==> config.mk <==
export PLATFORM = sky130hd
export DESIGN_NAME = cra_responder
export DESIGN_NICKNAME = d
export VERILOG_FILES = /design/src/rtl/cra_responder.v /design/src/rtl/cra_resp_tx.v
export VERILOG_INCLUDE_DIRS = /design/src /design/src/rtl
export SDC_FILE = /design/constraint.sdc
export NUM_CORES = 1
export LEC_CHECK = 0
export BUFFER_PORTS_ARGS = -buffer_cell sky130_fd_sc_hd__buf_4
export CAP_MARGIN = 20
export CORE_UTILIZATION = 35
export DETAILED_ROUTE_END_ITERATION = 6
export PLACE_DENSITY = 0.5
export SYNTH_ARGS = -nofsm -noshare
export SYNTH_HDL_FRONTEND = slang
export SYNTH_SLANG_ARGS = --single-unit
==> constraint.sdc <==
create_clock -name clk_sys -period 5.53 [get_ports clk_sys]
set_input_delay 1.3825 -clock clk_sys [delete_from_list [all_inputs] [get_ports clk_sys]]
set_output_delay 1.3825 -clock clk_sys [all_outputs]
set_load 0.05 [all_outputs]
==> src/rtl/cra_map.vh <==
// Purpose: Token codes, address patterns and sizes for the config responder.
// Assumes: Tokens are eight bits wide with a separate control flag.
// Notes:   Register counts are local choices of this block.
`ifndef CRA_MAP_VH
`define CRA_MAP_VH
`define CRA_TOK_WR      8'hC0
`define CRA_TOK_RD      8'hC1
`define CRA_TOK_PRD     8'h25
`define CRA_TOK_PWR     8'h24
`define CRA_TOK_END     8'h01
`define CRA_TOK_ACK     8'h03
`define CRA_TOK_NAK     8'h04
`define CRA_DST_TILE    16'hC20C
`define CRA_DST_NODE    16'hC30C
`define CRA_DST_PER     8'h02
`define CRA_CFG_REGS    16'h0010
`define CRA_CFG_AW      4
`define CRA_PER_BYTES   9'h010
`define CRA_PER_AW      4
`define CRA_RID_LAST    8'h02
`define CRA_WORD_LAST   8'h03
`define CRA_WORD_BYTES  8'h04
`define CRA_KIND_WR     2'h0
`define CRA_KIND_RD     2'h1
`define CRA_KIND_PRD    2'h2
`define CRA_KIND_PWR    2'h3
`endif

==> src/rtl/cra_responder.v <==
// Purpose: Decodes config access messages and returns status replies.
// Assumes: Token stream comes from logic on clk_sys; no synchroniser needed.
// Notes:   Multi-byte fields arrive and leave most significant byte first.
`timescale 1ns/1ps
`include "cra_map.vh"
module cra_responder (
	// Clock and reset
	input  wire        clk_sys,
	input  wire        rst,
	// Incoming request tokens
	input  wire        inValid,
	output wire        inReady,
	input  wire [7:0]  inData,
	input  wire        inCtrl,
	input  wire [31:0] chanDest,
	// Outgoing reply tokens
	output wire        outValid,
	input  wire        outReady,
	output wire [7:0]  outData,
	output wire        outCtrl,
	output wire [23:0] outDest
);
	localparam S_IDLE  = 3'h0;
	localparam S_RID   = 3'h1;
	localparam S_REG   = 3'h2;
	localparam S_SIZE  = 3'h3;
	localparam S_DATA  = 3'h4;
	localparam S_END   = 3'h5;
	localparam S_DRAIN = 3'h6;
	localparam S_RESP  = 3'h7;

	reg  [2:0]  state_r;
	reg  [1:0]  kind_r;
	reg  [7:0]  cnt_r;
	reg  [31:0] word_r;
	reg  [23:0] rid_r;
	reg  [23:0] dest_r;
	reg  [15:0] regNum_r;
	reg  [7:0]  size_r;
	reg         bad_r;
	reg         hasRid_r;
	reg         start_r;
	reg         respOk_r;
	reg  [7:0]  respCnt_r;
	reg  [31:0] cfgMem [0:(1<<`CRA_CFG_AW)-1];
	reg  [7:0]  perMem [0:(1<<`CRA_PER_AW)-1];
	reg  [7:0]  byteSel;
	wire [7:0]  byteIdx;
	wire        txBusy;
	wire        accept;
	wire        isEnd;
	wire        isPer;
	wire        cfgOk;
	wire        perOk;
	wire        regOk;
	wire [8:0]  perTop;
	wire [`CRA_PER_AW-1:0] perWrIdx;
	wire [`CRA_PER_AW-1:0] perRdIdx;
	wire [31:0] cfgWord;
	wire        destCfg;
	wire        destPer;

	assign inReady = (state_r != S_RESP);
	assign accept  = inValid && inReady;
	assign isEnd   = inCtrl && (inData == `CRA_TOK_END);
	assign isPer   = kind_r[1];
	assign outDest = dest_r;
	assign destCfg = (chanDest[15:0] == `CRA_DST_TILE) ||
			 (chanDest[15:0] == `CRA_DST_NODE);
	assign destPer = (chanDest[7:0] == `CRA_DST_PER);
	assign perTop  = {1'b0, regNum_r[7:0]} + {1'b0, size_r};
	assign cfgOk   = (regNum_r < `CRA_CFG_REGS);
	// A zero-length peripheral read is refused as meaningless.
	assign perOk   = (perTop <= `CRA_PER_BYTES) &&
			 (size_r != 8'h00 || kind_r == `CRA_KIND_PWR);
	assign regOk   = isPer ? perOk : cfgOk;
	assign perWrIdx = regNum_r[`CRA_PER_AW-1:0] + cnt_r[`CRA_PER_AW-1:0];
	assign perRdIdx = regNum_r[`CRA_PER_AW-1:0] + byteIdx[`CRA_PER_AW-1:0];
	assign cfgWord = cfgMem[regNum_r[`CRA_CFG_AW-1:0]];

	// Reply byte source; memories are frozen while a reply is sent.
	always @* begin
		byteSel = perMem[perRdIdx];
		if (!isPer) begin
			case (byteIdx[1:0])
			2'h0: byteSel = cfgWord[31:24];
			2'h1: byteSel = cfgWord[23:16];
			2'h2: byteSel = cfgWord[15:8];
			default: byteSel = cfgWord[7:0];
			endcase
		end
	end

	// Memory writes carry no reset so that contents survive a soft reset.
	always @(posedge clk_sys) begin
		if (!rst && state_r == S_END && accept && isEnd && !bad_r &&
		    cfgOk && kind_r == `CRA_KIND_WR)
			cfgMem[regNum_r[`CRA_CFG_AW-1:0]] <= word_r;
		if (!rst && state_r == S_DATA && accept && !inCtrl && isPer &&
		    !bad_r && perOk)
			perMem[perWrIdx] <= inData;
	end

	always @(posedge clk_sys) begin
		if (rst) begin
			state_r   <= S_IDLE;
			kind_r    <= `CRA_KIND_WR;
			cnt_r     <= 8'h00;
			word_r    <= 32'h00000000;
			rid_r     <= 24'h000000;
			dest_r    <= 24'h000000;
			regNum_r  <= 16'h0000;
			size_r    <= 8'h00;
			bad_r     <= 1'b0;
			hasRid_r  <= 1'b0;
			start_r   <= 1'b0;
			respOk_r  <= 1'b0;
			respCnt_r <= 8'h00;
		end else begin
			start_r <= 1'b0;
			if (accept && state_r != S_IDLE && state_r != S_END &&
			    state_r != S_DRAIN && inCtrl) begin
				bad_r <= 1'b1;
				state_r <= isEnd ? (hasRid_r ? S_RESP : S_IDLE)
						 : S_DRAIN;
				start_r <= isEnd && hasRid_r;
				respOk_r <= 1'b0;
				respCnt_r <= 8'h00;
				dest_r <= rid_r;
			end else begin
				case (state_r)
				S_IDLE: begin
					cnt_r    <= 8'h00;
					hasRid_r <= 1'b0;
					bad_r    <= 1'b0;
					regNum_r <= 16'h0000;
					size_r   <= 8'h00;
					if (accept) begin
						state_r <= S_RID;
						if (inCtrl && inData == `CRA_TOK_WR) begin
							kind_r <= `CRA_KIND_WR;
							bad_r  <= !destCfg;
						end else if (inCtrl && inData == `CRA_TOK_RD) begin
							kind_r <= `CRA_KIND_RD;
							bad_r  <= !destCfg;
						end else if (inCtrl && inData == `CRA_TOK_PRD) begin
							kind_r <= `CRA_KIND_PRD;
							bad_r  <= !destPer;
						end else if (inCtrl && inData == `CRA_TOK_PWR) begin
							kind_r <= `CRA_KIND_PWR;
							bad_r  <= !destPer;
						end else if (!isEnd) begin
							// No return id yet, so it is dropped silently.
							state_r <= S_DRAIN;
						end else begin
							state_r <= S_IDLE;
						end
					end
				end
				S_RID: begin
					if (accept) begin
						rid_r <= {rid_r[15:0], inData};
						cnt_r <= cnt_r + 8'h01;
						if (cnt_r == `CRA_RID_LAST) begin
							hasRid_r <= 1'b1;
							state_r  <= S_REG;
							cnt_r    <= 8'h00;
						end
					end
				end
				S_REG: begin
					if (accept) begin
						regNum_r <= {regNum_r[7:0], inData};
						cnt_r    <= cnt_r + 8'h01;
						if (isPer) begin
							state_r <= S_SIZE;
							cnt_r   <= 8'h00;
						end else if (cnt_r != 8'h00) begin
							cnt_r   <= 8'h00;
							state_r <= (kind_r == `CRA_KIND_WR) ?
								   S_DATA : S_END;
						end
					end
				end
				S_SIZE: begin
					if (accept) begin
						size_r  <= inData;
						state_r <= (kind_r == `CRA_KIND_PWR &&
							    inData != 8'h00) ? S_DATA : S_END;
					end
				end
				S_DATA: begin
					if (accept) begin
						word_r <= {word_r[23:0], inData};
						cnt_r  <= cnt_r + 8'h01;
						if ((isPer && cnt_r + 8'h01 == size_r) ||
						    (!isPer && cnt_r == `CRA_WORD_LAST))
							state_r <= S_END;
					end
				end
				S_END: begin
					if (accept) begin
						if (isEnd) begin
							state_r   <= S_RESP;
							start_r   <= 1'b1;
							dest_r    <= rid_r;
							respOk_r  <= !bad_r && regOk;
							if (kind_r == `CRA_KIND_RD)
								respCnt_r <= `CRA_WORD_BYTES;
							else if (kind_r == `CRA_KIND_PRD)
								respCnt_r <= size_r;
							else
								respCnt_r <= 8'h00;
						end else begin
							// Surplus tokens make the request malformed.
							bad_r   <= 1'b1;
							state_r <= S_DRAIN;
						end
					end
				end
				S_DRAIN: begin
					if (accept && isEnd) begin
						state_r   <= hasRid_r ? S_RESP : S_IDLE;
						start_r   <= hasRid_r;
						dest_r    <= rid_r;
						respOk_r  <= 1'b0;
						respCnt_r <= 8'h00;
					end
				end
				S_RESP: begin
					if (!start_r && !txBusy)
						state_r <= S_IDLE;
				end
				default: begin
					state_r <= S_IDLE;
				end
				endcase
			end
		end
	end

	cra_resp_tx u_tx (
		.clk_sys  (clk_sys),
		.rst      (rst),
		.start    (start_r),
		.okFlag   (respOk_r),
		.dataCnt  (respCnt_r),
		.byteIdx  (byteIdx),
		.byteIn   (byteSel),
		.busy     (txBusy),
		.outValid (outValid),
		.outReady (outReady),
		.outData  (outData),
		.outCtrl  (outCtrl)
	);
endmodule

==> src/rtl/cra_resp_tx.v <==
// Purpose: Sends one reply: status token, optional data bytes, end token.
// Assumes: byteIn follows byteIdx combinationally and stays still while busy.
// Notes:   Data bytes are fetched one token ahead of their transmission.
`timescale 1ns/1ps
`include "cra_map.vh"
module cra_resp_tx (
	// Clock and reset
	input  wire       clk_sys,
	input  wire       rst,
	// Reply request
	input  wire       start,
	input  wire       okFlag,
	input  wire [7:0] dataCnt,
	output wire [7:0] byteIdx,
	input  wire [7:0] byteIn,
	output wire       busy,
	// Token output
	output wire       outValid,
	input  wire       outReady,
	output wire [7:0] outData,
	output wire       outCtrl
);
	localparam T_IDLE = 2'h0;
	localparam T_HEAD = 2'h1;
	localparam T_DATA = 2'h2;
	localparam T_TAIL = 2'h3;

	reg [1:0] state_r;
	reg [7:0] cnt_r;
	reg [7:0] data_r;
	reg       ctrl_r;
	wire      fire;

	assign fire     = outValid && outReady;
	assign outValid = (state_r != T_IDLE);
	assign busy     = outValid;
	assign byteIdx  = cnt_r;
	assign outData  = data_r;
	assign outCtrl  = ctrl_r;

	always @(posedge clk_sys) begin
		if (rst) begin
			state_r <= T_IDLE;
			cnt_r   <= 8'h00;
			data_r  <= 8'h00;
			ctrl_r  <= 1'b0;
		end else begin
			case (state_r)
			T_IDLE: begin
				if (start) begin
					state_r <= T_HEAD;
					cnt_r   <= 8'h00;
					ctrl_r  <= 1'b1;
					data_r  <= okFlag ? `CRA_TOK_ACK : `CRA_TOK_NAK;
				end
			end
			T_HEAD: begin
				if (fire) begin
					if (okFlag && dataCnt != 8'h00) begin
						state_r <= T_DATA;
						data_r  <= byteIn;
						ctrl_r  <= 1'b0;
						cnt_r   <= cnt_r + 8'h01;
					end else begin
						state_r <= T_TAIL;
						data_r  <= `CRA_TOK_END;
						ctrl_r  <= 1'b1;
					end
				end
			end
			T_DATA: begin
				if (fire) begin
					if (cnt_r == dataCnt) begin
						state_r <= T_TAIL;
						data_r  <= `CRA_TOK_END;
						ctrl_r  <= 1'b1;
					end else begin
						data_r  <= byteIn;
						cnt_r   <= cnt_r + 8'h01;
					end
				end
			end
			T_TAIL: begin
				if (fire) begin
					state_r <= T_IDLE;
					ctrl_r  <= 1'b0;
				end
			end
			default: begin
				state_r <= T_IDLE;
			end
			endcase
		end
	end
endmodule

==> impl_results.md <==
* CTS HTree Levels at 3
* Sink Count at 792
* Part of the total power dissipated in combinational logic at 7.2%
* Setup TNS at 0 ns
* Power share of the clock group at 43.1%
* Layout overhead on the synthesized area at 15.1%
* Min Clock Period, post-route at 4.08 ns
* Clock Skews at 0.0258 ns
* Proportion of layout cells with a drive suffix above 1 at 19.8%
* Site Rows at 110
* Reported leakage power at 0.0112 uW
* Sequential Power Share at 49.7%
* Fraction of the cycle the final worst path needs at 73.8%
* Number of ports placed on the die boundary at 80
* Post-route setup slack at 1.45 ns
* Count of cells resized by post-cts repair at 0
* Number of buffers inserted by port buffering at 62
* Final GP Congestion at 0.837
* Portion of the post-synthesis area used by sequential elements at 69.6%
* Placed wire-length estimate at 49800 um
* Worst vdd ir at 0.199 mV
* Most common cell on crit path: buf_4
* Transition time at the pin with the least slew margin at 1.07 ns
* Cell internal power dissipation at 10100 uW
* Total Routed Length at 80000 um
* Kind of start point of the critical path: input pin
* Worst hold-check path type: flip-flop to flip-flop
* Detailed-route wire length on metal 1 at 35700 um
* Total track usage at 17.3%
* Max Clk Rate at 245 MHz
* Placeable Area at 90300 um2
* Die footprint at 92500 um2
* Vert. Die Dim at 304 um
* CP required at 5.81 ns
* Fraction of synthesized cell area taken by the top area cell type at 60.1%
* Leading cell type in the layout, fill and taps excluded: edfxtp_1
* Cells taking the most area after synthesis: edfxtp_1 60%, mux4_2 10%, dfxtp_1 9.5%, mux2i_1 3.0%, nand2_1 2.5%
* Met3 Routed Length at 4250 um
* Arr. time, crit path at 4.37 ns
* Final Slew Violations at 0
* Vias at 17900
* Worst skew pair latency at 0.63 ns
* Chip width at 304 um
* Post-Syn Area at 32000 um2
* Iteration count of the initial detailed-routing pass at 5
* Cell at the slowest stage of the critical path: nor2_4
* Via/cell ratio at 5.37
* Switch Pwr at 3030 uW
* Library cell occupying the most area in the post-synthesis netlist: edfxtp_1
* Final #Nets at 2169
* Setup CP Type: input pin to flip-flop
* Flop and latch count out of synthesis at 792
* Worst slew margin relative to its limit at 29.0%
* CTS tree: done
* EDFF count, synth at 640
* Mean area per synthesized cell at 15.9 um2
* Syn Nets at 2081
* Wire length of the first global-routing pass at 120000 um
* Commonest cells after routing, fill and taps aside: 640 x edfxtp_1, 209 x nand2_1, 149 x dfxtp_1
* Gr ovfl total at 0
* Hold Fails Final Rpt at 0
* CP Cell Sequence: buf_4, nor4_1, nand3_1, nor2_1, and3_1, nand3b_1, nor2_4, buf_4
* Effective utilization at floorplan at 35.4%
* Top_reg_cell synth: edfxtp_1
* Drt first-iter violations at 1406
* Slowest cell delay on critical path at 0.60 ns
* Cell variety after synth at 76
* Drt drc at 0
* Fraction of power spent switching nets at 23.0%
* Number of synthesis warnings at 0
* Post-synth ARST share at 0%
* Post-CTS Hold Fix Bufs at 0
* Final setup violating endpoints at 0
* Number of max-capacitance violations reported at 0
* Initial antenna violation count at 1
* Highest metal used: met5
* Vias in the first global route at 18300
* Maximum fanout along the worst path at 23
* Pin count of the biggest net entering global routing at 78
* Setup slack after placement at 0.800 ns
* Unrepaired setup endpoints after global routing: no
* Number of filler instances in the final layout at 8172
* CTS root buf: clkbuf_16
* Status: finished, final reports clean
* Wire length on met2 at 38300 um
* Synthesized netlist cell count at 2007
* Areal power density over the cells at 358 nW/um2
* Worst setup EP type: flip-flop
* Clock-pin transition on the worst setup and hold timing paths at 0.06 ns
* Buffer count from post-CTS setup fixing at 0
* Average detailed-routed wire length per instance at 23.9 um
* Number of routed nets with antenna violations at 0
* Final antenna diode count at 0
* CTS Buf Count at 86
* Clk buf depth at 3
-- area by class of cell --
| cell class | instances | area [um2] | share of cell area, % |
|---|---|---|---|
| Multi-Input combinational cell | 1089 | 9310 | 25.3 |
| Inverter | 20 | 75.1 | 0.204 |
| Clock buffer | 117 | 2410 | 6.55 |
| Clock inverter | 40 | 408 | 1.11 |
| Sequential cell | 792 | 22300 | 60.5 |
| Tap cell | 1176 | 1470 | 4.00 |
| Timing Repair Buffer | 106 | 841 | 2.29 |
-- cell families after synthesis --
kind of cell / synth area share [%]
flops: 69.6
buf+inv: 1.68
simple gates: 7.24
fa+ha+maj: 1.24
mux: 13.7
compound gates: 5.72
xor+xnor: 0.822
-- sequential cells by signal, summed over array words and instances, names as in the netlist, 8 cells and up, named ones only --
register      cells
cnt_r             8
u_tx.byteIdx      8
perMem          128
outDest          24
size_r            8
u_tx.outData      8
respCnt_r         8
rid_r            24
cfgMem          512
regNum_r         16
word_r           32
-- power by group through the flow --
stage          clock network [uW]  logic (uW)  registers [uW]
2_1_floorplan                   0         723            6580
3_3_place_gp                    0         943            6660
3_5_place_dp                    0         953            6660
4_1_cts                      5810         956            6540
5_1_grt                      6030        1020            6540
6_report                     5680         947            6530
-- final timing paths --
path | endpoint | cells past startpoint | slack (ns) | start
setup reg to reg | cfgMem[6][30] | 7 | 1.62 | state_r[0]
hold / removal | regNum_r[15] | 2 | 0.45 | regNum_r[15]
hold reg to reg | regNum_r[15] | 2 | 0.45 | regNum_r[15]
setup / recovery | cfgMem[6][30] | 8 | 1.45 | inData[2]
-- critical path, delay by kind of cell --
family	cells	cell delay, ns
simple gates	6	2.34
buf+inv	2	0.61
-- metal layers --
metal	global-route usage (%)	vias up
met5	0	-
met4	5.30	2
met3	2.83	91
met2	28.0	474
met1	23.8	9296
li1	-	8084
-- synth_stat cells (6+ instances only) --
master	instances
nor2_1	95
mux4_2	146
a311oi_1	10
nor4_1	12
a21oi_1	125
nand2b_1	16
and3_1	7
ha_1	26
a211oi_1	8
mux2_2	9
buf_1	7
and2_1	9
buf_2	21
xnor2_1	16
a32oi_1	6
nor3_1	21
o21ai_0	24
inv_1	19
edfxtp_1	640
nand4_1	14
a22oi_1	23
clkbuf_1	70
a221oi_1	6
nand3_1	60
o2111ai_1	9
o22ai_1	12
nand2_1	209
a22o_1	6
or3_1	7
mux2i_1	96
dfxtp_1	152
xor2_1	14
nor2b_1	16
buf_4	6
-- through the flow --
step           util (%)  instance area [um2]  power [uW]  hold WS (ns)  cells
2_1_floorplan         -                32000        7300         0.427   2007
3_3_place_gp       37.6                34000        7600         0.435   3182
3_5_place_dp       37.6                34000        7620         0.441   3183
4_1_cts            40.7                36800       13300         0.449   3340
5_1_grt            40.7                36800       13600         0.468   3340
6_report           40.7                36800       13200         0.449   3340
No activity file was read; power rests on OpenSTA's default activity.
